==> src/arpp_pkg.sv <==
// Package for the converter result post-processing block
package arpp_pkg;
  localparam int unsigned ADDR_W = 32;

  // Register byte addresses
  localparam logic [31:0] OFS_CUR_RES   = 32'hffff_0520;
  localparam logic [31:0] OFS_VLT_RES   = 32'hffff_0524;
  localparam logic [31:0] OFS_TMP_RES   = 32'hffff_0528;
  localparam logic [31:0] OFS_QUEUE     = 32'hffff_052c;
  localparam logic [31:0] OFS_CUR_TRIM  = 32'hffff_0530;
  localparam logic [31:0] OFS_VLT_TRIM  = 32'hffff_0534;
  localparam logic [31:0] OFS_RCNT_LIM  = 32'hffff_0548;
  localparam logic [31:0] OFS_RCNT_VAL  = 32'hffff_054c;
  localparam logic [31:0] OFS_THRESH    = 32'hffff_0550;
  localparam logic [31:0] OFS_THR_LIM   = 32'hffff_0554;
  localparam logic [31:0] OFS_THR_CNT   = 32'hffff_0558;
  localparam logic [31:0] OFS_CONFIG    = 32'hffff_0600;
  localparam logic [31:0] OFS_STATUS    = 32'hffff_0604;

  // Configuration field positions
  localparam int unsigned CFG_RCNT_EN   = 0;
  localparam int unsigned CFG_QUEUE_EN  = 1;
  localparam int unsigned CFG_OVR_EN    = 2;
  localparam int unsigned CFG_CMP_LO    = 3;
  localparam int unsigned CFG_CMP_HI    = 4;

  // Status bit positions
  localparam int unsigned ST_CUR_RDY    = 0;
  localparam int unsigned ST_VLT_RDY    = 1;
  localparam int unsigned ST_TMP_RDY    = 2;
  localparam int unsigned ST_THR_HIT    = 3;
  localparam int unsigned ST_OVR        = 4;
  localparam int unsigned ST_Q_NEMPTY   = 5;
  localparam int unsigned ST_Q_FULL     = 6;
  localparam int unsigned ST_Q_OVFL     = 7;

  // Reset values
  localparam logic [7:0]  CFG_RST       = 8'h00;
  localparam logic [15:0] RCNT_LIM_RST  = 16'h0001;
  localparam logic [15:0] THRESH_RST    = 16'h0000;
  localparam logic [7:0]  THR_LIM_RST   = 8'h01;
  localparam logic [15:0] TRIM_CUR_RST  = 16'h8000;
  localparam logic [15:0] TRIM_VLT_RST  = 16'h8000;

  // Comparator modes
  localparam logic [1:0]  CMP_OFF       = 2'h0;
  localparam logic [1:0]  CMP_LEVEL     = 2'h1;
  localparam logic [1:0]  CMP_CNT_CLR   = 2'h2;
  localparam logic [1:0]  CMP_CNT_DEC   = 2'h3;

  // Overrange timing
  localparam int unsigned CLK_HZ        = 40_000_000;
  localparam int unsigned OVR_TIME_US   = 125;
  localparam int unsigned OVR_CYCLES    = OVR_TIME_US * (CLK_HZ / 1_000_000) + 1;

  localparam int unsigned Q_DEPTH       = 32;

  typedef struct packed {
    logic [ADDR_W-1:0] addr;
    logic [31:0]       wdata;
    logic              wr;
    logic              rd;
  } arpp_bus_req_t;

  typedef struct packed {
    logic        cur_vld;
    logic [15:0] cur;
    logic        vlt_vld;
    logic [15:0] vlt;
    logic        tmp_vld;
    logic [15:0] tmp;
    logic        cur_active;
    logic        overrange;
    logic        cal_cur_vld;
    logic        cal_vlt_vld;
    logic [15:0] cal_value;
  } arpp_conv_t;
endpackage

==> src/arpp_top.sv <==
// Result post-processing: comparator, counter, queue, result and trim registers
// Notes on behaviour
// - Mode 01: interrupt when absolute current result reaches threshold with threshold flag clear.
// - Mode 10: count hits, interrupt at limit, below-threshold clears count.
// - Mode 11: count hits, interrupt at limit, below-threshold decrements, floor zero.
// - Overrange flag set only after gross overrange persists over 125 us.
// - Queue enabled: paired current and voltage results stored, 32 entries.
// - Three status bits report queue condition.
// - Result count mode: interrupt only when count equals limit.
// - Count mode without queue keeps only latest current result.
// - Voltage and temperature keep converting; latest results retained.
// - Current result register frozen while current ready flag set.
// - Reading current result clears all three ready flags.
// - Voltage frozen while ready; read clears bits 2:1 if current idle.
// - Temperature frozen while ready; its read clears only its flag.
// - Queue read returns current in 15:0, voltage in 31:16.
// - Offset trims load default at reset, overwritten by calibration.
// - Mode 00: comparator off, no threshold interrupts.
// - Result count equal to limit resets count to zero, then resumes.
// - Threshold status asserts as soon as count equals limit.
`timescale 1ns/1ps
`default_nettype none
module arpp_top
  import arpp_pkg::*;
#(
  parameter int unsigned OVR_CNT = OVR_CYCLES
) (
  // Clock and reset
  input  wire logic           clk_sys,
  input  wire logic           rst,
  // Register port
  input  wire arpp_pkg::arpp_bus_req_t bus_req,
  output logic [31:0]         bus_rdata,
  // Converter results
  input  wire arpp_pkg::arpp_conv_t    conv,
  // Interrupt request to core
  output logic                conv_irq
);
  import arpp_pkg::*;

  localparam int unsigned QA = $clog2(Q_DEPTH);

  typedef struct packed {
    logic [7:0]    cfg;
    logic [15:0]   rcnt_lim;
    logic [15:0]   rcnt_val;
    logic [15:0]   thresh;
    logic [7:0]    thr_lim;
    logic [7:0]    thr_cnt;
    logic [15:0]   cur_res;
    logic [15:0]   vlt_res;
    logic [15:0]   tmp_res;
    logic [15:0]   cur_trim;
    logic [15:0]   vlt_trim;
    logic [2:0]    rdy;
    logic          thr_hit;
    logic          ovr;
    logic          q_ovfl;
    logic [31:0]   ovr_cnt;
    logic [QA-1:0] q_wp;
    logic [QA-1:0] q_rp;
    logic [QA:0]   q_cnt;
    logic [31:0]   rdata;
    logic          irq;
  } arpp_state_t;

  arpp_state_t s_q;
  arpp_state_t s_d;
  logic [31:0] q_mem [Q_DEPTH];

  function automatic logic hit(input logic [31:0] a, input logic [31:0] o);
    return bus_req.addr == o;
  endfunction

  function automatic logic [15:0] mag(input logic [15:0] v);
    return v[15] ? 16'(-v) : v;
  endfunction

  logic [1:0] cmp_mode;
  logic       above;
  logic       q_push;
  logic       q_pop;
  logic       cur_upd;
  logic       rcnt_fire;

  assign cmp_mode  = s_q.cfg[CFG_CMP_HI:CFG_CMP_LO];
  assign above     = mag(conv.cur) >= s_q.thresh;
  assign q_push    = s_q.cfg[CFG_QUEUE_EN] && conv.cur_vld && conv.vlt_vld;
  assign q_pop     = bus_req.rd && hit(bus_req.addr, OFS_QUEUE) && (s_q.q_cnt != '0);
  assign rcnt_fire = s_q.cfg[CFG_RCNT_EN] && conv.cur_vld
                     && (16'(s_q.rcnt_val + 16'h0001) == s_q.rcnt_lim);
  // Count mode without queue: freshest result taken while current ready flag clear, flag raised at limit
  assign cur_upd   = conv.cur_vld && !s_q.rdy[ST_CUR_RDY];

  always_comb begin
    s_d = s_q;
    s_d.irq = 1'b0;
    s_d.rdata = 32'h0000_0000;
    // Register writes
    if (bus_req.wr) begin
      if (hit(bus_req.addr, OFS_CONFIG)) begin
        s_d.cfg      = bus_req.wdata[7:0];
        s_d.rcnt_val = 16'h0000;
        s_d.thr_cnt  = 8'h00;
        s_d.thr_hit  = 1'b0;
      end
      if (hit(bus_req.addr, OFS_RCNT_LIM)) s_d.rcnt_lim = bus_req.wdata[15:0];
      if (hit(bus_req.addr, OFS_THRESH))   s_d.thresh   = bus_req.wdata[15:0];
      if (hit(bus_req.addr, OFS_THR_LIM))  s_d.thr_lim  = bus_req.wdata[7:0];
      if (hit(bus_req.addr, OFS_CUR_TRIM)) s_d.cur_trim = bus_req.wdata[15:0];
      if (hit(bus_req.addr, OFS_VLT_TRIM)) s_d.vlt_trim = bus_req.wdata[15:0];
      if (hit(bus_req.addr, OFS_STATUS)) begin
        if (bus_req.wdata[ST_THR_HIT]) s_d.thr_hit = 1'b0;
        if (bus_req.wdata[ST_OVR])     s_d.ovr     = 1'b0;
        if (bus_req.wdata[ST_Q_OVFL])  s_d.q_ovfl  = 1'b0;
      end
    end
    // Calibration overwrite
    if (conv.cal_cur_vld) s_d.cur_trim = conv.cal_value;
    if (conv.cal_vlt_vld) s_d.vlt_trim = conv.cal_value;
    // Register reads and read side effects
    if (bus_req.rd) begin
      unique case (bus_req.addr)
        OFS_CUR_RES: begin
          s_d.rdata = {16'h0000, s_q.cur_res};
          s_d.rdy   = 3'b000;
        end
        OFS_VLT_RES: begin
          s_d.rdata = {16'h0000, s_q.vlt_res};
          if (!conv.cur_active) s_d.rdy[ST_TMP_RDY:ST_VLT_RDY] = 2'b00;
        end
        OFS_TMP_RES: begin
          s_d.rdata = {16'h0000, s_q.tmp_res};
          s_d.rdy[ST_TMP_RDY] = 1'b0;
        end
        OFS_QUEUE:    s_d.rdata = (s_q.q_cnt != '0) ? q_mem[s_q.q_rp] : 32'h0000_0000;
        OFS_CUR_TRIM: s_d.rdata = {16'h0000, s_q.cur_trim};
        OFS_VLT_TRIM: s_d.rdata = {16'h0000, s_q.vlt_trim};
        OFS_RCNT_LIM: s_d.rdata = {16'h0000, s_q.rcnt_lim};
        OFS_RCNT_VAL: s_d.rdata = {16'h0000, s_q.rcnt_val};
        OFS_THRESH:   s_d.rdata = {16'h0000, s_q.thresh};
        OFS_THR_LIM:  s_d.rdata = {24'h00_0000, s_q.thr_lim};
        OFS_THR_CNT:  s_d.rdata = {24'h00_0000, s_q.thr_cnt};
        OFS_CONFIG:   s_d.rdata = {24'h00_0000, s_q.cfg};
        OFS_STATUS:   s_d.rdata = {24'h00_0000, s_q.q_ovfl, (s_q.q_cnt == 6'(Q_DEPTH)),
                                   (s_q.q_cnt != '0), s_q.ovr, s_q.thr_hit, s_q.rdy};
        default:      s_d.rdata = 32'h0000_0000;
      endcase
    end
    // Result registers: set wins over a same-cycle read clear
    if (cur_upd) begin
      s_d.cur_res = conv.cur;
      if (!s_q.cfg[CFG_RCNT_EN] || rcnt_fire) s_d.rdy[ST_CUR_RDY] = 1'b1;
    end
    if (conv.vlt_vld && !s_q.rdy[ST_VLT_RDY]) begin
      s_d.vlt_res = conv.vlt;
      if (!s_q.cfg[CFG_RCNT_EN] || rcnt_fire) s_d.rdy[ST_VLT_RDY] = 1'b1;
    end
    if (conv.tmp_vld && !s_q.rdy[ST_TMP_RDY]) begin
      s_d.tmp_res = conv.tmp;
      if (!s_q.cfg[CFG_RCNT_EN] || rcnt_fire) s_d.rdy[ST_TMP_RDY] = 1'b1;
    end
    // Result counter
    if (s_q.cfg[CFG_RCNT_EN] && conv.cur_vld) begin
      if (rcnt_fire) begin
        s_d.rcnt_val = 16'h0000;
        s_d.irq      = 1'b1;
      end else begin
        s_d.rcnt_val = 16'(s_q.rcnt_val + 16'h0001);
      end
    end else if (!s_q.cfg[CFG_RCNT_EN] && conv.cur_vld) begin
      s_d.irq = 1'b1;
    end
    // Threshold comparator
    if (conv.cur_vld) begin
      unique case (cmp_mode)
        CMP_OFF: ;
        CMP_LEVEL: if (above) s_d.thr_hit = 1'b1;
        CMP_CNT_CLR, CMP_CNT_DEC: begin
          if (above) begin
            if (s_q.thr_cnt < s_q.thr_lim) s_d.thr_cnt = 8'(s_q.thr_cnt + 8'h01);
            if (8'(s_q.thr_cnt + 8'h01) >= s_q.thr_lim) s_d.thr_hit = 1'b1;
          end else if (cmp_mode == CMP_CNT_CLR) begin
            s_d.thr_cnt = 8'h00;
          end else if (s_q.thr_cnt != 8'h00) begin
            s_d.thr_cnt = 8'(s_q.thr_cnt - 8'h01);
          end
        end
      endcase
      if (s_d.thr_hit && !s_q.thr_hit) s_d.irq = 1'b1;
    end
    // Overrange persistence filter
    if (s_q.cfg[CFG_OVR_EN] && conv.overrange) begin
      if (s_q.ovr_cnt < OVR_CNT) s_d.ovr_cnt = s_q.ovr_cnt + 32'h0000_0001;
      else if (!s_q.ovr) begin
        s_d.ovr = 1'b1;
        s_d.irq = 1'b1;
      end
    end else begin
      s_d.ovr_cnt = 32'h0000_0000;
    end
    // Queue pointers
    if (q_push) begin
      s_d.q_wp = QA'(s_q.q_wp + 1'b1);
      if (s_q.q_cnt == 6'(Q_DEPTH)) s_d.q_ovfl = 1'b1;
    end
    if (q_pop) s_d.q_rp = QA'(s_q.q_rp + 1'b1);
    if (q_push && !q_pop && s_q.q_cnt != 6'(Q_DEPTH)) s_d.q_cnt = 6'(s_q.q_cnt + 6'h01);
    else if (q_pop && !q_push) s_d.q_cnt = 6'(s_q.q_cnt - 6'h01);
    if (!s_q.cfg[CFG_QUEUE_EN]) begin
      s_d.q_wp  = '0;
      s_d.q_rp  = '0;
      s_d.q_cnt = '0;
    end
  end

  always_ff @(posedge clk_sys or posedge rst) begin
    if (rst) begin
      s_q          <= '0;
      s_q.cfg      <= CFG_RST;
      s_q.rcnt_lim <= RCNT_LIM_RST;
      s_q.thresh   <= THRESH_RST;
      s_q.thr_lim  <= THR_LIM_RST;
      s_q.cur_trim <= TRIM_CUR_RST;
      s_q.vlt_trim <= TRIM_VLT_RST;
    end else begin
      s_q <= s_d;
    end
  end

  always_ff @(posedge clk_sys) begin
    if (q_push) q_mem[s_q.q_wp] <= {conv.vlt, conv.cur};
  end

  assign bus_rdata = s_q.rdata;
  assign conv_irq  = s_q.irq;
endmodule
`default_nettype wire

==> config.mk <==
export PLATFORM = sky130hd
export DESIGN_NAME = arpp_top
export DESIGN_NICKNAME = d
export VERILOG_FILES = /design/src/arpp_pkg.sv /design/src/arpp_top.sv
export SDC_FILE = /design/constraint.sdc
export NUM_CORES = 1
export LEC_CHECK = 0
export CORE_MARGIN = 2
export CORE_UTILIZATION = 55
export DETAILED_ROUTE_END_ITERATION = 12
export DONT_BUFFER_PORTS = 1
export PLACE_DENSITY = 0.68
export RECOVER_POWER = 100
export REMOVE_ABC_BUFFERS = 1
export SYNTH_ARGS = -nofsm -noshare
export SYNTH_HDL_FRONTEND = slang
export SYNTH_SLANG_ARGS = --single-unit
==> constraint.sdc <==
create_clock -name clk_sys -period 9.1 [get_ports clk_sys]
set_input_delay 0.91 -clock clk_sys [delete_from_list [all_inputs] [get_ports clk_sys]]
set_output_delay 0.91 -clock clk_sys [all_outputs]
set_load 0.1 [all_outputs]
==> results.md, run 1 <==
* Antenna violations before repair at 4
* Hold Fails Final Rpt at 0
* Final worst setup slack at 3.63 ns
* Post-route DRC at 0
* Status: finished, violations left
* Die Y at 312 um
* Nets at 3,030
* Power per cell area at 213 mW/mm2
* Hold buffers post-CTS at 0
* Die width at 312 um
* Origin of the critical flop-to-flop path: s_q[232]
* Dpl ws at 4.36 ns
* Area grow syn2layout at 10.1%
* CP cell instances: and3_1 > nand2_1 > nor2_1 > clkbuf_1
* Clk slew on worst S/H paths at 0.06 ns
* Crit. End Element: flip-flop
* Post-Route Setup TNS at 0 ns
* Sw frac at 0.211
* Switching Power at 2.57 mW
* Top cells by count, synth: edfxtp_1 (1,024), mux4_2 (310), dfrtp_1 (235), nand2_1 (124), clkbuf_1 (111)
* Core box area at 0.0937 mm2
* GPL Wtd Cong at 0.919
* Sinks on Clock Net at 1,263
* Share of flip-flops with an asynchronous set or reset at 0.189
* Inserted Clock Buffers at 130
* DP HPWL at 75,200 um
* Tightest Pin Transition at 5.59 ns
* Minimum clock period at 5.47 ns
* Resized cells post-CTS at 0
* Initial Utilization at 0.557
* First-pass GRT wire length at 190,000 um
* Worst hold start: conv[50]
* Cell Area, Placed at 0.0536 mm2
* Via Count at 27,600
* Overall Global Routing Usage at 0.269
* I/O Buffers at 0
* Fmax achieved at 0.183 GHz
* TritonCTS clock tree: built
* CP max stage delay at 1.88 ns
* Final instance area at 0.0574 mm2
* DRT Pass-1 Iters at 6
* Clk_lat worst skew at 0.74 ns
* Share of post-route cells with drive strength above 1 at 0.213
* CP Data Required Time at 9.39 ns
* Vias/cell at 6.56
* Combinational power share at 0.027
* Critical Path Fanout Max at 22
* # fillers at 6,653
* Failing checks: capacitance limit, slew limit
* Avg Inst Size Synth at 18.3 um2
* Area share of the largest cell type after synthesis at 0.589
* Buffer count from post-CTS setup fixing at 0
* Top_reg_cell synth: edfxtp_1
* Routed WL at 129,000 um
* Post-Layout Cell Count at 4,201
* Hold crit path type: in2reg
* Vias in the first global route at 27,900
* Peak VDD IR at 173 uV
* Clock skew at 0.0277 ns
* Top cell type by total area after synthesis: edfxtp_1
* Crit path arrival time at 5.76 ns
* Synth cell types at 74
* Crit Path Class: reg2reg
* DR WL/cell at 30.8 um
* Slowest CP cell: clkbuf_1
* Top post-synthesis cells by area: edfxtp_1 (59%), mux4_2 (13%), dfrtp_1 (11%)
* Grt total ovfl at 0
* Post-synth EDFFs at 1,024
* H-tree levels at 4
* Total power at 12.2 mW
* Synthesized area at 0.0522 mm2
* Clk buf depth at 3
* Final setup viols at 0
* Initial DRC count at 3,344
* Static leakage at 18.7 nW
* Largest net degree at the start of global routing at 159
* Slew Viols, Final at 1,148
* Crit path launch: s_q[232]
* Antenna cell count at 0
* Max Cap Violations at 45
* Setup crit start kind: flip-flop
* Register share of total power at 0.540
* Internal Dissipation at 9.64 mW
* Cells after Synth at 2,847
* Fin crit share at 0.601
* Row count at 112
* Yosys reg bits at 1,263
* Inst Count DP at 3,964
* Sequential-to-total area share from yosys stat at 0.704
* Die area at 0.0974 mm2
* ANT nets after route at 0
* Synth warnings at 0
* Reg area at 0.0368 mm2
* Clock network power share at 0.433
* Slew HR at -2.75
* RSZ-0062 raised after global routing: false
* Multi-input logic area at 0.0144 mm2
* Io pins at 172
* Top-count cell post-synth: edfxtp_1
* CTS Root Cell: clkbuf_16
-- worst paths after layout --
kind / endpoint / slack, ns / cells after the start
max in group asynchronous: s_q[42] / 4.45 / 2
worst max-delay path: q_mem[8][12] / 3.63 / 4
worst min register to register: s_q[118] / 0.48 / 2
worst min-delay path: q_mem[20][29] / 0.27 / 0
min in group asynchronous: bus_rdata[9] / 1.80 / 1
worst max register to register: q_mem[8][12] / 3.63 / 4
-- cells in the final DEF (no fill, tap or decap), drive strengths merged, types with 47 or more instances in the layout --
cell type,n
clkbuf,218
dfrtp,235
edfxtp,1024
ha,48
inv,56
mux2,95
mux2i,62
mux4,310
nand2,125
nand3,47
nor2,99
o21ai,66
-- power groups by stage --
stage          clock network, mW  registers, mW  logic, mW
3_5_place_dp                   0           6.71      0.328
6_report                    5.29           6.60      0.325
5_1_grt                     5.59           6.60      0.355
4_1_cts                     5.37           6.59      0.331
3_3_place_gp                   0           6.70      0.316
2_1_floorplan                  0           6.56      0.256
-- critical path, delay by kind of cell, from the launching register on --
kind | cells | cell delay (ns)
and+or+nand+nor | 3 | 2.25
buffers and inverters | 1 | 1.88
DFF | 1 | 0.82
-- sequential cells by signal, indices dropped and copies added (netlist names) --
| name | cells |
|---|---|
| cmp_mode | 2 |
| q_mem | 1024 |
| conv_irq | 1 |
| bus_rdata | 32 |
| s_q | 204 |
-- metal layers --
metal,share of wire,global-route usage,vias to the layer above
met1,0.40,0.375,14600
met4,0.027,0.0797,2
met2,0.49,0.432,1320
met5,0.000062,0,-
li1,-,-,11400
met3,0.088,0.0580,211
-- logic make-up after synthesis --
family,synth area share
DFF,0.704
and+or+nand+nor,0.0462
muxes,0.167
AOI/OAI and AO/OA,0.0384
buffers and inverters,0.0207
xor gates and xnor gates,0.0121
adders and majority gates,0.0119
-- final cells by class --
class	instances	area share
tap	1254	0.0273
inverter	48	0.00316
clock inverter	58	0.0112
multi-input combinational	1343	0.251
clock buffer	179	0.0627
sequential	1263	0.640
timing repair buffer	56	0.00521
-- metrics by stage --
stage / util / hold slack (ns)
after floorplan: - / 0.449
after global placement: 0.572 / 0.464
after detailed placement: 0.572 / 0.474
after CTS: 0.617 / 0.230
after global routing: 0.613 / 0.236
final: 0.613 / 0.267
(Power assumes the default switching activity.)
==> inputs of run 2 (changes only) <==
clock period = 5.74 ns   (was 9.1 ns; I/O delays follow)
==> results.md, run 2 (synthesis gave the netlist of run 1 again) <==
* Power per cell area at 333 mW/mm2 (was 213 mW/mm2)
* Vias/cell at 6.53 (was 6.56)
* Slew Viols, Final at 549 (was 1,148)
* RSZ-0062 raised after global routing: false (unchanged)
* Overall Global Routing Usage at 0.276 (was 0.269)
* Io pins at 172 (unchanged)
* First-pass GRT wire length at 195,000 um (was 190,000 um)
* Multi-input logic area at 0.0145 mm2 (was 0.0144 mm2)
* Setup crit start kind: flip-flop (unchanged)
* Register share of total power at 0.539 (was 0.540)
* Area grow syn2layout at 11.7% (was 10.1%)
* Clk buf depth at 3 (unchanged)
* Max Cap Violations at 20 (was 45)
* I/O Buffers at 0 (unchanged)
* Slowest CP cell: nor2_2 (was clkbuf_1)
* Crit path launch: s_q[232] (unchanged)
* Largest net degree at the start of global routing at 101 (was 159)
* Row count at 112 (unchanged)
* Peak VDD IR at 271 uV (was 173 uV)
* Die width at 312 um (unchanged)
* Met3 WL post-DR at 11,300 um (about the same)
* Sinks on Clock Net at 1,263 (unchanged)
* Origin of the critical flop-to-flop path: s_q[232] (unchanged)
* Post-Layout Cell Count at 4,282 (was 4,201)
* Switching Power at 4.22 mW (was 2.57 mW)
* Antenna violations before repair at 7 (was 4)
* DRT Pass-1 Iters at 7 (was 6)
* Most frequent cells in the layout: edfxtp_1 (1,024), mux4_2 (310), dfrtp_1 (231), clkbuf_16 (134), nand2_1 (124) (was edfxtp_1 (1,024), mux4_2 (310), dfrtp_1 (231), clkbuf_16 (133), nand2_1 (125))
* Biggest register: q_mem (unchanged)
* Minimum clock period at 4.80 ns (was 5.47 ns)
* Vias in the first global route at 28,600 (was 27,900)
* Reg area at 0.0368 mm2 (unchanged)
* Grt total ovfl at 0 (unchanged)
* Via Count at 28,000 (was 27,600)
* Sw frac at 0.218 (was 0.211)
* Clk slew on worst S/H paths at 0.06 ns (about the same)
* Crit. End Element: flip-flop (unchanged)
* Resized cells post-CTS at 0 (unchanged)
* Crit Path Class: reg2reg (unchanged)
* Hold Fails Final Rpt at 0 (unchanged)
* Initial DRC count at 3,376 (was 3,344)
* Final setup viols at 0 (unchanged)
* DR top layer: met5 (unchanged)
* Commonest non-fill, non-tap cell in the layout: edfxtp_1 (unchanged)
* CTS Root Cell: clkbuf_16 (unchanged)
* Die area at 0.0974 mm2 (unchanged)
* Clock network power share at 0.427 (was 0.433)
* Nets at 3,107 (was 3,030)
* Internal Dissipation at 15.2 mW (was 9.64 mW)
* Initial Utilization at 0.557 (unchanged)
* Slew HR at -0.935 (was -2.75)
* Core box area at 0.0937 mm2 (unchanged)
* TritonCTS clock tree: built (unchanged)
* Fin crit share at 0.836 (was 0.601)
* Post-route DRC at 0 (unchanged)
* Inst Count DP at 3,971 (was 3,964)
* DR WL/cell at 31.0 um (was 30.8 um)
* Share of post-route cells with drive strength above 1 at 0.218 (was 0.213)
* Combinational power share at 0.034 (was 0.027)
* ANT nets after route at 0 (unchanged)
* DP HPWL at 78,500 um (was 75,200 um)
* DR WL met2 at 64,800 um (was 62,800 um)
* Max FFs per register at 1,024 (unchanged)
* Critical Path Fanout Max at 23 (was 22)
* Status: finished, violations left (unchanged)
* CP Data Required Time at 6.08 ns (was 9.39 ns)
* Final core utilization at 0.622 (was 0.613)
* # fillers at 6,600 (was 6,653)
* CP cell instances: and3_1 > nand2_1 > nor2_2 > clkbuf_1 (was and3_1 > nand2_1 > nor2_1 > clkbuf_1)
* Failing checks: capacitance limit, slew limit (unchanged)
* H-tree levels at 4 (unchanged)
* Met1 Wirelength at 52,100 um (was 51,600 um)
* Worst path bufs/invs at 1 (unchanged)
* Routed WL at 133,000 um (was 129,000 um)
* GPL Wtd Cong at 0.901 (was 0.919)
* Static leakage at 19.1 nW (was 18.7 nW)
* Total power at 19.4 mW (was 12.2 mW)
* Worst path top cell family by delay: simple AND/OR/NAND/NOR gates (unchanged)
* Fmax achieved at 0.208 GHz (was 0.183 GHz)
* Clk_lat worst skew at 0.74 ns (about the same)
* Worst hold start: conv[5] (was conv[50])
* Inserted Clock Buffers at 132 (was 130)
* CP max stage delay at 1.73 ns (was 1.88 ns)
* Die Y at 312 um (unchanged)
* Tightest Pin Transition at 2.90 ns (was 5.59 ns)
* Crit path arrival time at 5.14 ns (was 5.76 ns)
* Hold crit path type: in2reg (unchanged)
* Post-Route Setup TNS at 0 ns (unchanged)
* Clock skew at 0.0321 ns (was 0.0277 ns)
-- run 2: path summary, 6_finish.rpt --
kind	end	slack, ns	cells after the start
min in group asynchronous	bus_rdata[10]	0.50	2
max	q_mem[21][27]	0.94	4
max in group asynchronous	s_q[39]	2.11	3
max reg2reg	q_mem[21][27]	0.94	4
min	s_q[108]	0.03	2
min reg2reg	s_q[112]	0.48	2
-- run 2: layout make-up --
class / instances / share of cell area
inverter: 48 / 0.00322
tap: 1254 / 0.0269
timing repair buffer: 131 / 0.0183
antenna: 2 / 0.0000859
sequential: 1263 / 0.631
clock inverter: 49 / 0.00859
multi-input combinational: 1343 / 0.249
clock buffer: 192 / 0.0632
-- run 2: power by group through the flow --
stage / Clock, mW / Combinational, mW / Sequential [mW]
after global routing: 8.75 / 0.727 / 10.5
after floorplan: 0 / 0.405 / 10.4
after detailed placement: 0 / 0.517 / 10.6
after CTS: 8.41 / 0.678 / 10.5
final: 8.29 / 0.660 / 10.5
after global placement: 0 / 0.503 / 10.6
-- run 2: worst register-to-register path: stages (launching register included) --
cell	delay (ns)
dfrtp_1	0.83
and3_1	0.57
nand2_1	0.55
nor2_2	1.73
clkbuf_1	0.73
-- run 2: through the flow --
stage	area (um2)	setup slack, ns	hold slack (ns)
floorplan	51300	-5.80	0.449
global placement	53700	1.40	0.467
detailed placement	53700	1.35	0.474
CTS	58600	1.86	0.00178
global route	58300	0.804	0.0303
finish	58300	0.943	0.0311
-- run 2: what timing repair did --
action	in CTS	in global routing
hold endpoints to repair	1236	0
hold buffers	68	0
buffers inserted	0	0
-- run 2: routing by layer --
metal / global-route usage / vias to the layer above
met4: 0.103 / 6
met2: 0.445 / 1316
li1: - / 11600
met3: 0.0518 / 262
met5: 0 / -
met1: 0.382 / 14800
